**config.mk**
```make
export PLATFORM = sky130hd
export DESIGN_NAME = exen_sequencer
export DESIGN_NICKNAME = d
export VERILOG_FILES = /design/src/design/exen_pkg.sv /design/src/design/exen_sequencer.sv
export VERILOG_INCLUDE_DIRS = /design/src /design/src/design
export SDC_FILE = /design/constraint.sdc
export NUM_CORES = 1
export LEC_CHECK = 0
export ABC_AREA = 1
export BUFFER_PORTS_ARGS = -buffer_cell sky130_fd_sc_hd__buf_4
export CAP_MARGIN = 20
export CORE_MARGIN = 1.5
export CORE_UTILIZATION = 25
export CTS_CLUSTER_DIAMETER = 120
export DETAILED_ROUTE_END_ITERATION = 10
export PLACE_DENSITY = 0.45
export SYNTH_ARGS = -nofsm -noshare
export SYNTH_HDL_FRONTEND = slang
export SYNTH_SLANG_ARGS = --single-unit
```
**constraint.sdc**
```tcl
create_clock -name clk_sys -period 3 [get_ports clk_sys]
set_input_delay 0.6 -clock clk_sys [delete_from_list [all_inputs] [get_ports clk_sys]]
set_output_delay 0.6 -clock clk_sys [all_outputs]
set_load 0.1 [all_outputs]
```
**src/design/exen_map.svh**
```systemverilog
// constants of the exception entry sequencer
`ifndef EXEN_MAP_SVH
`define EXEN_MAP_SVH
`define EXEN_ADDR_W       32
`define EXEN_STATUS_W     32
`define EXEN_SRC_W        4
`define EXEN_NMI_BIT      0
`define EXEN_INTDIS_BIT   18
`define EXEN_VEC_BASE     32'h00000000
`define EXEN_VEC_STRIDE   6
`define EXEN_PUSH_CYCLES  2'h1
`endif

```
**src/design/exen_pkg.sv**
```systemverilog
// types of the exception entry sequencer
package exen_pkg;
  typedef enum logic [1:0] {
    EXEN_RUN   = 2'h0,
    EXEN_DRAIN = 2'h1,
    EXEN_PUSH  = 2'h3,
    EXEN_VEC   = 2'h2
  } exen_state_type;
endpackage

```
**src/design/exen_sequencer.sv**
```systemverilog
// exception entry sequencer of the program sequencer
// How it works
// RULE1: break flow at earliest safe slot
// RULE2: one push cycle saves return pc and status_word
// RULE3: drive vector, enter exception mode, fetch on
// RULE4: handler flows as normal code, unbounded
// RULE5: push slot leads first handler set
// RULE6: delayed change-of-flow plus slot uninterruptible
// RULE7: no jump in sets one, two: push three
// RULE8: set two jump: push set two
// RULE9: set one jump: push set one
// RULE10: non-delayed flow change and disable act jumps
// RULE11: three-cycle jump example: push cycle ten
// RULE12: break point depends on neighbours and stalls
// RULE13: highest priority pending source wins
// RULE14: interrupt_disable masks all but non-maskable
// RULE15: source holds request until acknowledged
`timescale 1ns/1ps
`include "exen_map.svh"
module exen_sequencer
  import exen_pkg::*;
#(
  parameter int ADDR_W = `EXEN_ADDR_W,
  parameter int STATUS_W = `EXEN_STATUS_W,
  parameter int SRC_W  = `EXEN_SRC_W
) (
  input  wire logic              clk_sys,
  input  wire logic              rst_n,
  input  wire logic [SRC_W-1:0]  excReq,
  input  wire logic              stall,
  input  wire logic              agenValid,
  input  wire logic [ADDR_W-1:0] agenPc,
  input  wire logic              agenJump,
  input  wire logic              agenDelayed,
  input  wire logic              agenSlot,
  input  wire logic [STATUS_W-1:0] statusWord,
  output logic                   excAck,
  output logic [SRC_W-1:0]       excAckId,
  output logic                   flushYounger,
  output logic                   pushValid,
  output logic [ADDR_W-1:0]      pushPc,
  output logic [STATUS_W-1:0]    pushStatusWord,
  output logic                   vecValid,
  output logic [ADDR_W-1:0]      vecAddr,
  output logic                   exceptionMode
);

  // ---------------------------------------------------------------
  // priority and masking
  // ---------------------------------------------------------------
  function automatic logic [SRC_W-1:0] pickSrc(input logic [SRC_W-1:0] req);
    logic [SRC_W-1:0] one;
    one = '0;
    for (int i = SRC_W - 1; i >= 0; i--) begin
      if (req[i]) begin
        one = '0;
        one[i] = 1'b1;
      end
    end
    return one;
  endfunction

  function automatic logic [ADDR_W-1:0] vecOf(input logic [SRC_W-1:0] oneHot);
    logic [ADDR_W-1:0] v;
    v = ADDR_W'(`EXEN_VEC_BASE);
    for (int i = 0; i < SRC_W; i++) begin
      if (oneHot[i]) begin
        v = ADDR_W'(`EXEN_VEC_BASE) + (ADDR_W'(i) << `EXEN_VEC_STRIDE);
      end
    end
    return v;
  endfunction

  exen_state_type   state_r;
  logic             inSeq_r;
  logic [SRC_W-1:0] live;
  logic [SRC_W-1:0] winner;
  logic             safe;

  // per source masking; the non-maskable source ignores the disable
  genvar g;
  generate
    for (g = 0; g < SRC_W; g++) begin : g_src
      if (g == `EXEN_NMI_BIT) begin : g_nmi
        assign live[g] = excReq[g];
      end else begin : g_mskd
        assign live[g] = excReq[g] & !statusWord[`EXEN_INTDIS_BIT]; // [RULE14]
      end
    end
  endgenerate

  assign winner = pickSrc(live); // [RULE13]

  // ---------------------------------------------------------------
  // safe slot tracking
  // ---------------------------------------------------------------
  // a delayed flow change opens a sequence closed by its delay slot
  always_ff @(posedge clk_sys or negedge rst_n) begin
    if (!rst_n) begin
      inSeq_r <= 1'b0;
    end else if (!stall && agenValid) begin
      if (agenDelayed) begin
        inSeq_r <= 1'b1; // [RULE6]
      end else if (agenSlot) begin
        inSeq_r <= 1'b0;
      end
    end
  end

  // break after the set now in address generation, unless it is a
  // jump or delayed sequence; at a jump the break waits for a later set
  assign safe = !stall && agenValid && !inSeq_r && !agenDelayed
                && !agenJump; // [RULE1] [RULE10] [RULE12]

  // ---------------------------------------------------------------
  // entry state machine
  // ---------------------------------------------------------------
  logic [SRC_W-1:0] held_r;

  always_ff @(posedge clk_sys or negedge rst_n) begin
    if (!rst_n) begin
      state_r <= EXEN_RUN;
      held_r  <= '0;
    end else begin
      case (state_r)
        EXEN_RUN: begin
          if (|winner && safe) begin
            held_r  <= winner;
            state_r <= EXEN_PUSH; // [RULE7] [RULE8] [RULE9] [RULE11]
          end else if (|winner) begin
            state_r <= EXEN_DRAIN; // [RULE15]
          end
        end
        EXEN_DRAIN: begin
          if (!(|winner)) begin
            state_r <= EXEN_RUN;
          end else if (safe) begin
            held_r  <= winner;
            state_r <= EXEN_PUSH;
          end
        end
        EXEN_PUSH: begin
          state_r <= EXEN_VEC; // [RULE2] [RULE5]
        end
        EXEN_VEC: begin
          state_r <= EXEN_RUN; // [RULE4]
        end
        default: begin
          state_r <= EXEN_RUN;
        end
      endcase
    end
  end

  // ---------------------------------------------------------------
  // take decision
  // ---------------------------------------------------------------
  // only the idle and waiting states may accept a new source;
  // push and vector states keep takes at least three cycles apart
  function automatic logic canTake(input exen_state_type s);
    logic ok;
    ok = 1'b0;
    if (s == EXEN_RUN) begin
      ok = 1'b1;
    end else if (s == EXEN_DRAIN) begin
      ok = 1'b1;
    end
    return ok;
  endfunction

  logic takeNow;
  logic entryState;

  assign entryState = canTake(state_r);
  assign takeNow    = entryState && |winner && safe; // [RULE1]

  // ---------------------------------------------------------------
  // acknowledge outputs
  // ---------------------------------------------------------------
  // one cycle acknowledge pulse
  always_ff @(posedge clk_sys or negedge rst_n) begin
    if (!rst_n) begin
      excAck <= 1'b0;
    end else begin
      excAck <= takeNow; // [RULE1]
    end
  end

  // taken source, zero when idle
  always_ff @(posedge clk_sys or negedge rst_n) begin
    if (!rst_n) begin
      excAckId <= '0;
    end else if (takeNow) begin
      excAckId <= winner; // [RULE13]
    end else begin
      excAckId <= '0;
    end
  end

  // younger sets are discarded at the break point
  always_ff @(posedge clk_sys or negedge rst_n) begin
    if (!rst_n) begin
      flushYounger <= 1'b0;
    end else begin
      flushYounger <= takeNow; // [RULE5]
    end
  end

  // return address is the set after the break point
  logic [ADDR_W-1:0] retPc_r;

  always_ff @(posedge clk_sys or negedge rst_n) begin
    if (!rst_n) begin
      retPc_r <= '0;
    end else if (takeNow) begin
      retPc_r <= agenPc + ADDR_W'(1);
    end
  end

  // ---------------------------------------------------------------
  // push slot outputs
  // ---------------------------------------------------------------
  // push slot pulse, one cycle behind the acknowledge
  always_ff @(posedge clk_sys or negedge rst_n) begin
    if (!rst_n) begin
      pushValid <= 1'b0;
    end else begin
      pushValid <= (state_r == EXEN_PUSH); // [RULE2]
    end
  end

  // return address, held until the next push
  always_ff @(posedge clk_sys or negedge rst_n) begin
    if (!rst_n) begin
      pushPc <= '0;
    end else if (state_r == EXEN_PUSH) begin
      pushPc <= retPc_r; // [RULE2]
    end
  end

  // status_word saved in the push cycle
  always_ff @(posedge clk_sys or negedge rst_n) begin
    if (!rst_n) begin
      pushStatusWord <= '0;
    end else if (state_r == EXEN_PUSH) begin
      pushStatusWord <= statusWord; // [RULE2]
    end
  end

  // ---------------------------------------------------------------
  // vector outputs
  // ---------------------------------------------------------------
  // vector strobe on the program address bus
  always_ff @(posedge clk_sys or negedge rst_n) begin
    if (!rst_n) begin
      vecValid <= 1'b0;
    end else begin
      vecValid <= takeNow; // [RULE3]
    end
  end

  // vector address, held for sequential fetch
  always_ff @(posedge clk_sys or negedge rst_n) begin
    if (!rst_n) begin
      vecAddr <= '0;
    end else if (takeNow) begin
      vecAddr <= vecOf(winner); // [RULE3]
    end
  end

  // ---------------------------------------------------------------
  // mode
  // ---------------------------------------------------------------
  // handler runs as normal flow; no exit is modelled here

  always_ff @(posedge clk_sys or negedge rst_n) begin
    if (!rst_n) begin
      exceptionMode <= 1'b0;
    end else if (takeNow) begin
      exceptionMode <= 1'b1; // [RULE3]
    end
  end

endmodule

```
==> run_summary.xml, run 1 <==
<?xml version="1.0" encoding="UTF-8"?>
<metrics>
  <group name="run_status">
    <metric name="run_status" unit="">completed</metric>
  </group>
  <group name="global_routing">
    <metric name="gr-usage-all-layers" unit="%">13.5</metric>
    <metric name="grt_pass1_vias" unit="">4282</metric>
    <metric name="grt_remaining_overflow" unit="">0</metric>
    <metric name="grt_start_max_net_pins" unit="">72</metric>
    <metric name="grt_first_pass_wirelength" unit="mm">22.9</metric>
    <metric name="antenna_violations_before_repair" unit="">0</metric>
  </group>
  <group name="power">
    <metric name="comb_power_share" unit="%">58.6</metric>
    <metric name="static-leakage-power" unit="nW">3.66</metric>
    <metric name="p_per_area" unit="nW/um2">1240</metric>
    <metric name="sequentialPowerShare" unit="%">27.3</metric>
    <metric name="switching_power" unit="mW">4.92</metric>
    <metric name="peakVddDrop" unit="V">0.000467</metric>
    <metric name="switching_share" unit="%">58.5</metric>
    <metric name="cell_internal_pwr" unit="mW">3.50</metric>
    <metric name="clock_power_share" unit="%">14.1</metric>
  </group>
  <group name="worst_setup_path">
    <metric name="worstSetupStartpointType" unit="">flop</metric>
    <metric name="critical_path_required" unit="ps">2400</metric>
    <metric name="worst-endpoint-arrival" unit="ps">1040</metric>
    <metric name="cp_max_fo" unit="">3</metric>
    <metric name="setup.worst_path.end_class" unit="">primary output</metric>
    <metric name="path_class" unit="">reg2out</metric>
    <metric name="crit_path_top_delay_cell" unit="">sky130_fd_sc_hd__dfrtp_1</metric>
    <metric name="crit_chain" unit="">buf_4</metric>
    <metric name="minimum_setup_slack_among_reg_to_reg_paths" unit="ps">1370</metric>
    <metric name="cp_slowest_stage_delay" unit="ps">380</metric>
    <metric name="critical_path_buf_inv_count" unit="">1</metric>
    <metric name="critPathTopFamily" unit="">flip-flops</metric>
  </group>
  <group name="finish">
    <metric name="flow.area_growth_from_synthesis" unit="%">30.2</metric>
    <metric name="nets" unit="">896</metric>
    <metric name="finish.cell_count_without_fillers" unit="">1095</metric>
    <metric name="antenna-diode-count" unit="">0</metric>
    <metric name="final_layout_size_suffix_gt1_share" unit="%">23.8</metric>
    <metric name="stdcell_area" unit="um2">6800</metric>
    <metric name="fillers" unit="">2204</metric>
  </group>
  <group name="floorplan">
    <metric name="start_util" unit="%">25.7</metric>
    <metric name="die_w" unit="um">148</metric>
    <metric name="core_footprint" unit="um2">20400</metric>
    <metric name="die-height" unit="um">148</metric>
    <metric name="placement_rows" unit="">52</metric>
    <metric name="ioPinCount" unit="">180</metric>
    <metric name="die_area" unit="um2">21800</metric>
  </group>
  <group name="synthesis">
    <metric name="synth_cells" unit="">677</metric>
    <metric name="syn_area" unit="um2">5220</metric>
    <metric name="synth_edf_count" unit="">0</metric>
    <metric name="synth_adder_area_share" unit="%">0.240</metric>
    <metric name="syn_area_per_cell" unit="um2">7.72</metric>
    <metric name="synth-seq-cells" unit="">108</metric>
    <metric name="synth_top_area_share" unit="%">51.7</metric>
    <metric name="ys.flop_type" unit="">sky130_fd_sc_hd__dfrtp_1</metric>
    <metric name="synth-xor-area-share" unit="%">2.18</metric>
    <metric name="synthSimpleGateAreaFrac" unit="%">34.4</metric>
    <metric name="synth.area.top_cells" unit="">sky130_fd_sc_hd__dfrtp_1 52%, sky130_fd_sc_hd__nand2_1 25%, sky130_fd_sc_hd__buf_4 4.9%, sky130_fd_sc_hd__nor2_1 3.2%, sky130_fd_sc_hd__nand3_1 2.4%</metric>
    <metric name="synth-compound-area-share" unit="%">2.42</metric>
    <metric name="synthMuxAreaShare" unit="%">0</metric>
    <metric name="async_flop_share" unit="%">100</metric>
    <metric name="post_synth_most_frequent_cells" unit="">347 x sky130_fd_sc_hd__nand2_1, 108 x sky130_fd_sc_hd__dfrtp_1, 44 x sky130_fd_sc_hd__nor2_1</metric>
    <metric name="synth_top_family_by_area" unit="">simple AND/OR/NAND/NOR gates</metric>
    <metric name="ys_warn_count" unit="">0</metric>
    <metric name="netlist.top_cell.by_area" unit="">sky130_fd_sc_hd__dfrtp_1</metric>
    <metric name="synth_cell_type_count" unit="">26</metric>
    <metric name="ys_seq_area_share" unit="%">51.7</metric>
    <metric name="cell_with_the_most_instances_after_synthesis" unit="">sky130_fd_sc_hd__nand2_1</metric>
  </group>
  <group name="place">
    <metric name="place.port_buffers" unit="">149</metric>
    <metric name="placedInstanceArea" unit="um2">6510</metric>
    <metric name="gp_congestion" unit="">0.836</metric>
    <metric name="dp.final_hpwl" unit="mm">10.3</metric>
    <metric name="placedCellCount" unit="">1078</metric>
  </group>
  <group name="clock_network">
    <metric name="clk_latency" unit="ps">360</metric>
    <metric name="cts_setup_buffers" unit="">0</metric>
    <metric name="clock_sink_count" unit="">108</metric>
    <metric name="cts.clk_slew.worst_paths" unit="ps">80</metric>
    <metric name="cts_buffer_count" unit="">9</metric>
    <metric name="h-tree-depth" unit="">3</metric>
    <metric name="cts_buffer_depth" unit="">2</metric>
    <metric name="cts_tree" unit="">done</metric>
    <metric name="cts_root_buffer" unit="">sky130_fd_sc_hd__clkbuf_16</metric>
  </group>
  <group name="routing">
    <metric name="postRouteWirelength" unit="mm">14.3</metric>
    <metric name="wire_per_inst" unit="um">13.0</metric>
    <metric name="drt_first_iter_violations" unit="">226</metric>
    <metric name="ant_nets" unit="">0</metric>
    <metric name="detail_route.drc_violations" unit="">0</metric>
    <metric name="num_vias" unit="">4434</metric>
    <metric name="first_pass_drt_iterations" unit="">5</metric>
    <metric name="routed_via_density" unit="">4.05</metric>
  </group>
  <group name="sta">
    <metric name="period_minus_slack" unit="ps">1640</metric>
    <metric name="setup_tns" unit="ps">0</metric>
    <metric name="rsz0062_at_grt" unit="">false</metric>
    <metric name="report.final.slew_viol_count" unit="">0</metric>
    <metric name="setup_violations" unit="">0</metric>
    <metric name="final-hold-violation-count" unit="">0</metric>
    <metric name="worst_hold_slack" unit="ps">418</metric>
    <metric name="timing.slew.headroom" unit="%">48.1</metric>
    <metric name="transition_time_at_the_pin_with_the_least_slew_margin" unit="ps">779</metric>
    <metric name="clock.fmax" unit="MHz">611</metric>
    <metric name="skew" unit="ps">4.96</metric>
    <metric name="post-route-period-util" unit="%">54.6</metric>
  </group>
  <group name="hold_path">
    <metric name="min-delay-path-class" unit="">in2reg</metric>
  </group>
  <group name="run">
    <metric name="max-cap-violations" unit="">0</metric>
  </group>
</metrics>
logic make-up after synthesis:
group | count (synthesis)
xor+xnor | 13
other cells | 1
compound gates | 23
buf+inv | 88
fa+ha+maj | 1
simple gates | 443
flops | 108
final cells by class:
class / count / area (um2) / area share [%]
clock buffer: 11 / 243 / 3.57
clock inverter: 5 / 41.3 / 0.607
inverter: 36 / 135 / 1.99
multi-input combinational: 510 / 2160 / 31.8
sequential: 108 / 2700 / 39.7
tap: 270 / 338 / 4.97
timing repair buffer: 155 / 1180 / 17.3
registers in the layout, summed over array words and instances, names as in the netlist:
name	count
pushPc	32
pushStatusWord	32
retPc_r	32
excAckId	4
state_r	2
vecAddr	2
exceptionMode	1
inSeq_r	1
pushValid	1
vecValid	1
worst paths after layout:
path,end,from,depth (start not counted)
max,flushYounger,vecValid,1
min in group asynchronous,pushStatusWord[31],rst_n,2
min,excAckId[1],excReq[0],2
max reg2reg,pushStatusWord[2],state_r[1],5
max in group asynchronous,retPc_r[2],rst_n,3
min reg2reg,pushPc[13],retPc_r[13],2
layout by cell type (no fill, tap or decap), types with 2 or more instances in the layout:
master                        n
sky130_fd_sc_hd__nor2_1      44
sky130_fd_sc_hd__inv_1       32
sky130_fd_sc_hd__nand3_1     25
sky130_fd_sc_hd__buf_4      153
sky130_fd_sc_hd__or2_2        2
sky130_fd_sc_hd__o21ai_0     14
sky130_fd_sc_hd__nor2_4       6
sky130_fd_sc_hd__o21bai_1     2
sky130_fd_sc_hd__o21ai_1      5
sky130_fd_sc_hd__clkbuf_16    9
sky130_fd_sc_hd__nand4_1      2
sky130_fd_sc_hd__dfrtp_1    108
sky130_fd_sc_hd__inv_2        4
sky130_fd_sc_hd__inv_6        2
sky130_fd_sc_hd__nand2_1    346
sky130_fd_sc_hd__xor2_1      11
sky130_fd_sc_hd__nor3_1       3
sky130_fd_sc_hd__nor2_2       7
sky130_fd_sc_hd__conb_1      30
sky130_fd_sc_hd__nand2_2      6
sky130_fd_sc_hd__xnor2_1      2
routing by layer:
| metal | vias up | track usage (%) | share of wire, % |
|---|---|---|---|
| met5 | - | 0 | 0 |
| met4 | 0 | 2.70 | 0.69 |
| met3 | 5 | 3.98 | 6.1 |
| met2 | 137 | 20.4 | 43 |
| met1 | 2003 | 19.2 | 50 |
| li1 | 2289 | - | - |
metrics by stage:
step | utilization [%] | total power, mW | setup WS [ps]
global placement | 32.0 | 7.29 | 1080
global route | 33.4 | 8.82 | 1130
detailed placement | 32.0 | 7.30 | 1060
floorplan | - | 6.22 | 1060
finish | 33.4 | 8.41 | 1360
CTS | 33.4 | 8.52 | 1300
power groups by stage:
stage               registers, mW  clock network (mW)  logic, mW
finish                       2.30                1.18       4.93
global route                 2.38                1.30       5.14
CTS                          2.31                1.24       4.97
detailed placement           2.33                   0       4.97
floorplan                    5.49                   0      0.737
global placement             2.32                   0       4.96
what timing repair did:
item,4_1_cts,5_1_grt
endpoints found under the hold margin,0,2
resized for setup,0,0
setup endpoints to repair,0,0
hold buffers,0,1
No activity file was read; power rests on OpenSTA's default activity.
==> run 2: changes to the inputs <==
ABC_AREA = 0   (was 1)
PLACE_DENSITY = 0.47   (was 0.45)
clock period = 1.5 ns   (was 3 ns; I/O delays follow)
==> run 2 against run 1 <==
Register-to-register slack lost 1300 ps. Combinational power grew 79%. Synthesized cell count shrank 40%. Routed wire length shrank 12%. Synthesized area shrank 8.3%. Sequential power grew 93%.
==> run_summary.xml, run 2 <==
<?xml version="1.0" encoding="UTF-8"?>
<metrics>
  <group name="global_routing">
    <metric name="grt_util_met1" unit="%">16.9</metric>
    <metric name="grt_pass1_vias" unit="">3666</metric>
    <metric name="fraction_of_met2_tracks_used_by_global_routing" unit="%">20.1</metric>
    <metric name="use_met3" unit="%">3.58</metric>
    <metric name="grt_remaining_overflow" unit="">0</metric>
    <metric name="antenna_violations_before_repair" unit="">0</metric>
    <metric name="gr-usage-all-layers" unit="%">12.8</metric>
    <metric name="grt_first_pass_wirelength" unit="mm">19.8</metric>
    <metric name="grt_start_max_net_pins" unit="">35</metric>
    <metric name="global_route.peak_usage_layer" unit="">met2</metric>
  </group>
  <group name="worst_setup_path">
    <metric name="cp_max_fo" unit="">10</metric>
    <metric name="setup.worst_path.end_class" unit="">flop</metric>
    <metric name="crit_path_end" unit="">retPc_r[22]</metric>
    <metric name="critical_path.reg2reg.startpoint" unit="">inSeq_r</metric>
    <metric name="path_class" unit="">in2reg</metric>
    <metric name="minimum_setup_slack_among_reg_to_reg_paths" unit="ps">30</metric>
    <metric name="critical_path.startpoint" unit="">agenPc[17]</metric>
    <metric name="worstSetupStartpointType" unit="">input pin</metric>
    <metric name="worst-endpoint-arrival" unit="ps">1720</metric>
    <metric name="critical_path_required" unit="ps">1740</metric>
    <metric name="reg2regPathDepth" unit="">6</metric>
    <metric name="r2r_end" unit="">retPc_r[21]</metric>
  </group>
  <group name="clock_network">
    <metric name="cts.clk_slew.worst_paths" unit="ps">70</metric>
    <metric name="clock_sink_count" unit="">108</metric>
    <metric name="cts_buffer_depth" unit="">2</metric>
    <metric name="cts_root_buffer" unit="">sky130_fd_sc_hd__clkbuf_16</metric>
    <metric name="cts_buffer_count" unit="">9</metric>
    <metric name="clk_latency" unit="ps">350</metric>
    <metric name="cts_tree" unit="">done</metric>
    <metric name="h-tree-depth" unit="">3</metric>
  </group>
  <group name="power">
    <metric name="cell_internal_pwr" unit="mW">7.03</metric>
    <metric name="comb_power_share" unit="%">56.6</metric>
    <metric name="static-leakage-power" unit="nW">3.31</metric>
    <metric name="sequentialPowerShare" unit="%">28.3</metric>
    <metric name="p_per_area" unit="nW/um2">2260</metric>
    <metric name="peakVddDrop" unit="V">0.000828</metric>
    <metric name="switching_share" unit="%">55.0</metric>
    <metric name="clock_power_share" unit="%">15.1</metric>
    <metric name="switching_power" unit="mW">8.59</metric>
  </group>
  <group name="finish">
    <metric name="final_layout_size_suffix_gt1_share" unit="%">50.0</metric>
    <metric name="layout_common_cells" unit="">188 x sky130_fd_sc_hd__buf_4, 107 x sky130_fd_sc_hd__dfrtp_1, 65 x sky130_fd_sc_hd__mux2_2, 46 x sky130_fd_sc_hd__nand2_1, 30 x sky130_fd_sc_hd__conb_1</metric>
    <metric name="reg_top3" unit="">pushPc (32), pushStatusWord (32), retPc_r (32)</metric>
    <metric name="nets" unit="">675</metric>
    <metric name="most_common_cell_after_layout_fill_and_taps_aside" unit="">sky130_fd_sc_hd__buf_4</metric>
    <metric name="fillers" unit="">1860</metric>
    <metric name="multi_input_combinational_cell_area" unit="um2">1990</metric>
    <metric name="antenna-diode-count" unit="">0</metric>
    <metric name="flow.area_growth_from_synthesis" unit="%">44.2</metric>
    <metric name="final-seq-area" unit="um2">2700</metric>
  </group>
  <group name="synthesis">
    <metric name="synth_edf_count" unit="">0</metric>
    <metric name="ys_seq_area_share" unit="%">56.4</metric>
    <metric name="netlist.top_cell.by_area" unit="">sky130_fd_sc_hd__dfrtp_1</metric>
    <metric name="syn_area" unit="um2">4790</metric>
    <metric name="cell_with_the_most_instances_after_synthesis" unit="">sky130_fd_sc_hd__dfrtp_1</metric>
    <metric name="post_synth_most_frequent_cells" unit="">108 x sky130_fd_sc_hd__dfrtp_1, 65 x sky130_fd_sc_hd__mux2_2, 51 x sky130_fd_sc_hd__nand2_1</metric>
    <metric name="synth_cells" unit="">409</metric>
    <metric name="synth-seq-cells" unit="">108</metric>
    <metric name="synth.area.top_cells" unit="">sky130_fd_sc_hd__dfrtp_1 56%, sky130_fd_sc_hd__mux2_2 15%, sky130_fd_sc_hd__buf_4 5.0%, sky130_fd_sc_hd__nand2_1 4.0%, sky130_fd_sc_hd__xnor2_1 3.7%</metric>
    <metric name="syn_area_per_cell" unit="um2">11.7</metric>
    <metric name="ys.flop_type" unit="">sky130_fd_sc_hd__dfrtp_1</metric>
    <metric name="synth_cell_type_count" unit="">35</metric>
    <metric name="ys_warn_count" unit="">0</metric>
    <metric name="synth_top_area_share" unit="%">56.4</metric>
    <metric name="async_flop_share" unit="%">100</metric>
  </group>
  <group name="routing">
    <metric name="drt_first_iter_violations" unit="">100</metric>
    <metric name="first_pass_drt_iterations" unit="">4</metric>
    <metric name="ant_nets" unit="">0</metric>
    <metric name="postRouteWirelength" unit="mm">12.5</metric>
    <metric name="detail_route.drc_violations" unit="">0</metric>
    <metric name="routed_via_density" unit="">4.29</metric>
    <metric name="wire_per_inst" unit="um">15.0</metric>
    <metric name="num_vias" unit="">3593</metric>
  </group>
  <group name="floorplan">
    <metric name="core_footprint" unit="um2">18800</metric>
    <metric name="die_area" unit="um2">20000</metric>
    <metric name="die-height" unit="um">141</metric>
    <metric name="die_w" unit="um">141</metric>
    <metric name="start_util" unit="%">25.5</metric>
    <metric name="placement_rows" unit="">50</metric>
    <metric name="ioPinCount" unit="">180</metric>
  </group>
  <group name="hold_path">
    <metric name="min-delay-path-class" unit="">in2reg</metric>
  </group>
  <group name="sta">
    <metric name="skew" unit="ps">9.36</metric>
    <metric name="setup_violations" unit="">0</metric>
    <metric name="layout_setup_ws" unit="ps">20.9</metric>
    <metric name="final-hold-violation-count" unit="">0</metric>
    <metric name="clock.fmax" unit="MHz">676</metric>
    <metric name="post-route-period-util" unit="%">98.6</metric>
    <metric name="period_minus_slack" unit="ps">1480</metric>
    <metric name="rsz0062_at_grt" unit="">true</metric>
    <metric name="report.final.slew_viol_count" unit="">0</metric>
    <metric name="setup_tns" unit="ps">0</metric>
  </group>
  <group name="run">
    <metric name="max-cap-violations" unit="">0</metric>
  </group>
  <group name="place">
    <metric name="place.port_buffers" unit="">149</metric>
    <metric name="gp_congestion" unit="">0.765</metric>
    <metric name="dp_slack" unit="ps">-347</metric>
    <metric name="dp.final_hpwl" unit="mm">9.34</metric>
  </group>
  <group name="run_status">
    <metric name="run_status" unit="">completed</metric>
  </group>
</metrics>
-- run 2: final cells by class --
| class | instances | area share (%) |
|---|---|---|
| clock buffers | 11 | 3.66 |
| multi-input cells | 274 | 28.8 |
| well taps | 234 | 4.24 |
| inverters | 9 | 0.489 |
| flip-flops and latches | 108 | 39.2 |
| clock inverters | 5 | 0.598 |
| repair buffers | 197 | 23.0 |
-- run 2: logic make-up after synthesis --
logic type,after synthesis,synth area share (%)
adders and majority gates,1,0.261
DFF,108,56.4
muxes,65,15.3
AOI/OAI and AO/OA,38,4.31
buffers and inverters,56,7.06
other,1,0.0783
xor gates and xnor gates,30,5.49
and+or+nand+nor,110,11.1
-- run 2: power groups by stage --
stage / combinational, mW / sequential (mW) / clock [mW]
floorplan: 1.37 / 10.0 / 0
global placement: 8.83 / 4.46 / 0
detailed placement: 8.88 / 4.50 / 0
CTS: 8.90 / 4.44 / 2.46
global route: 9.12 / 4.58 / 2.58
finish: 8.84 / 4.43 / 2.36
-- run 2: per-stage QoR --
stage	hold WS [ps]	instances	instance area, um2	power [mW]	utilization, %
4_1_cts	101	837	6880	15.8	36.7
5_1_grt	99.5	838	6900	16.3	36.8
3_5_place_dp	254	819	6540	13.4	34.8
2_1_floorplan	4.41	438	5010	11.4	-
6_report	119	838	6900	15.6	36.8
3_3_place_gp	247	819	6540	13.3	34.8
-- run 2: worst max-delay path, stage by stage --
cell,delay (ps)
sky130_fd_sc_hd__buf_4,80
sky130_fd_sc_hd__nand4_1,150
sky130_fd_sc_hd__or4_4,640
sky130_fd_sc_hd__nor4_2,310
sky130_fd_sc_hd__xnor2_1,150
sky130_fd_sc_hd__o21ai_1,70
-- run 2: layer usage --
layer  vias to the layer above  wire length [um]
li1                       1719                 -
met3                        14               911
met4                         0               181
met2                       140              5630
met1                      1720              5810
met5                         -                 0
-- run 2: repair_timing --
| action | in CTS | in global routing |
|---|---|---|
| hold endpoints to repair | 20 | 0 |
| pin swaps | 3 | 1 |
| gates resized for setup | 9 | 15 |
| hold buffers | 1 | 0 |
| cloned | 1 | 0 |
| endpoints found under the setup margin | 21 | 34 |
| buffers inserted | 0 | 1 |
-- run 2: worst min-delay path by stage --
stage                     cells past startpoint          end  slack (ps)  startpoint
after floorplan                               0  excAckId[0]           4       rst_n
after global placement                        1      inSeq_r         250       rst_n
after detailed placement                      1      inSeq_r         250       rst_n
after CTS                                     2  excAckId[3]         100   excReq[2]
after global routing                          2  excAckId[3]         100   excReq[2]
final                                         2  excAckId[3]         120   excReq[2]
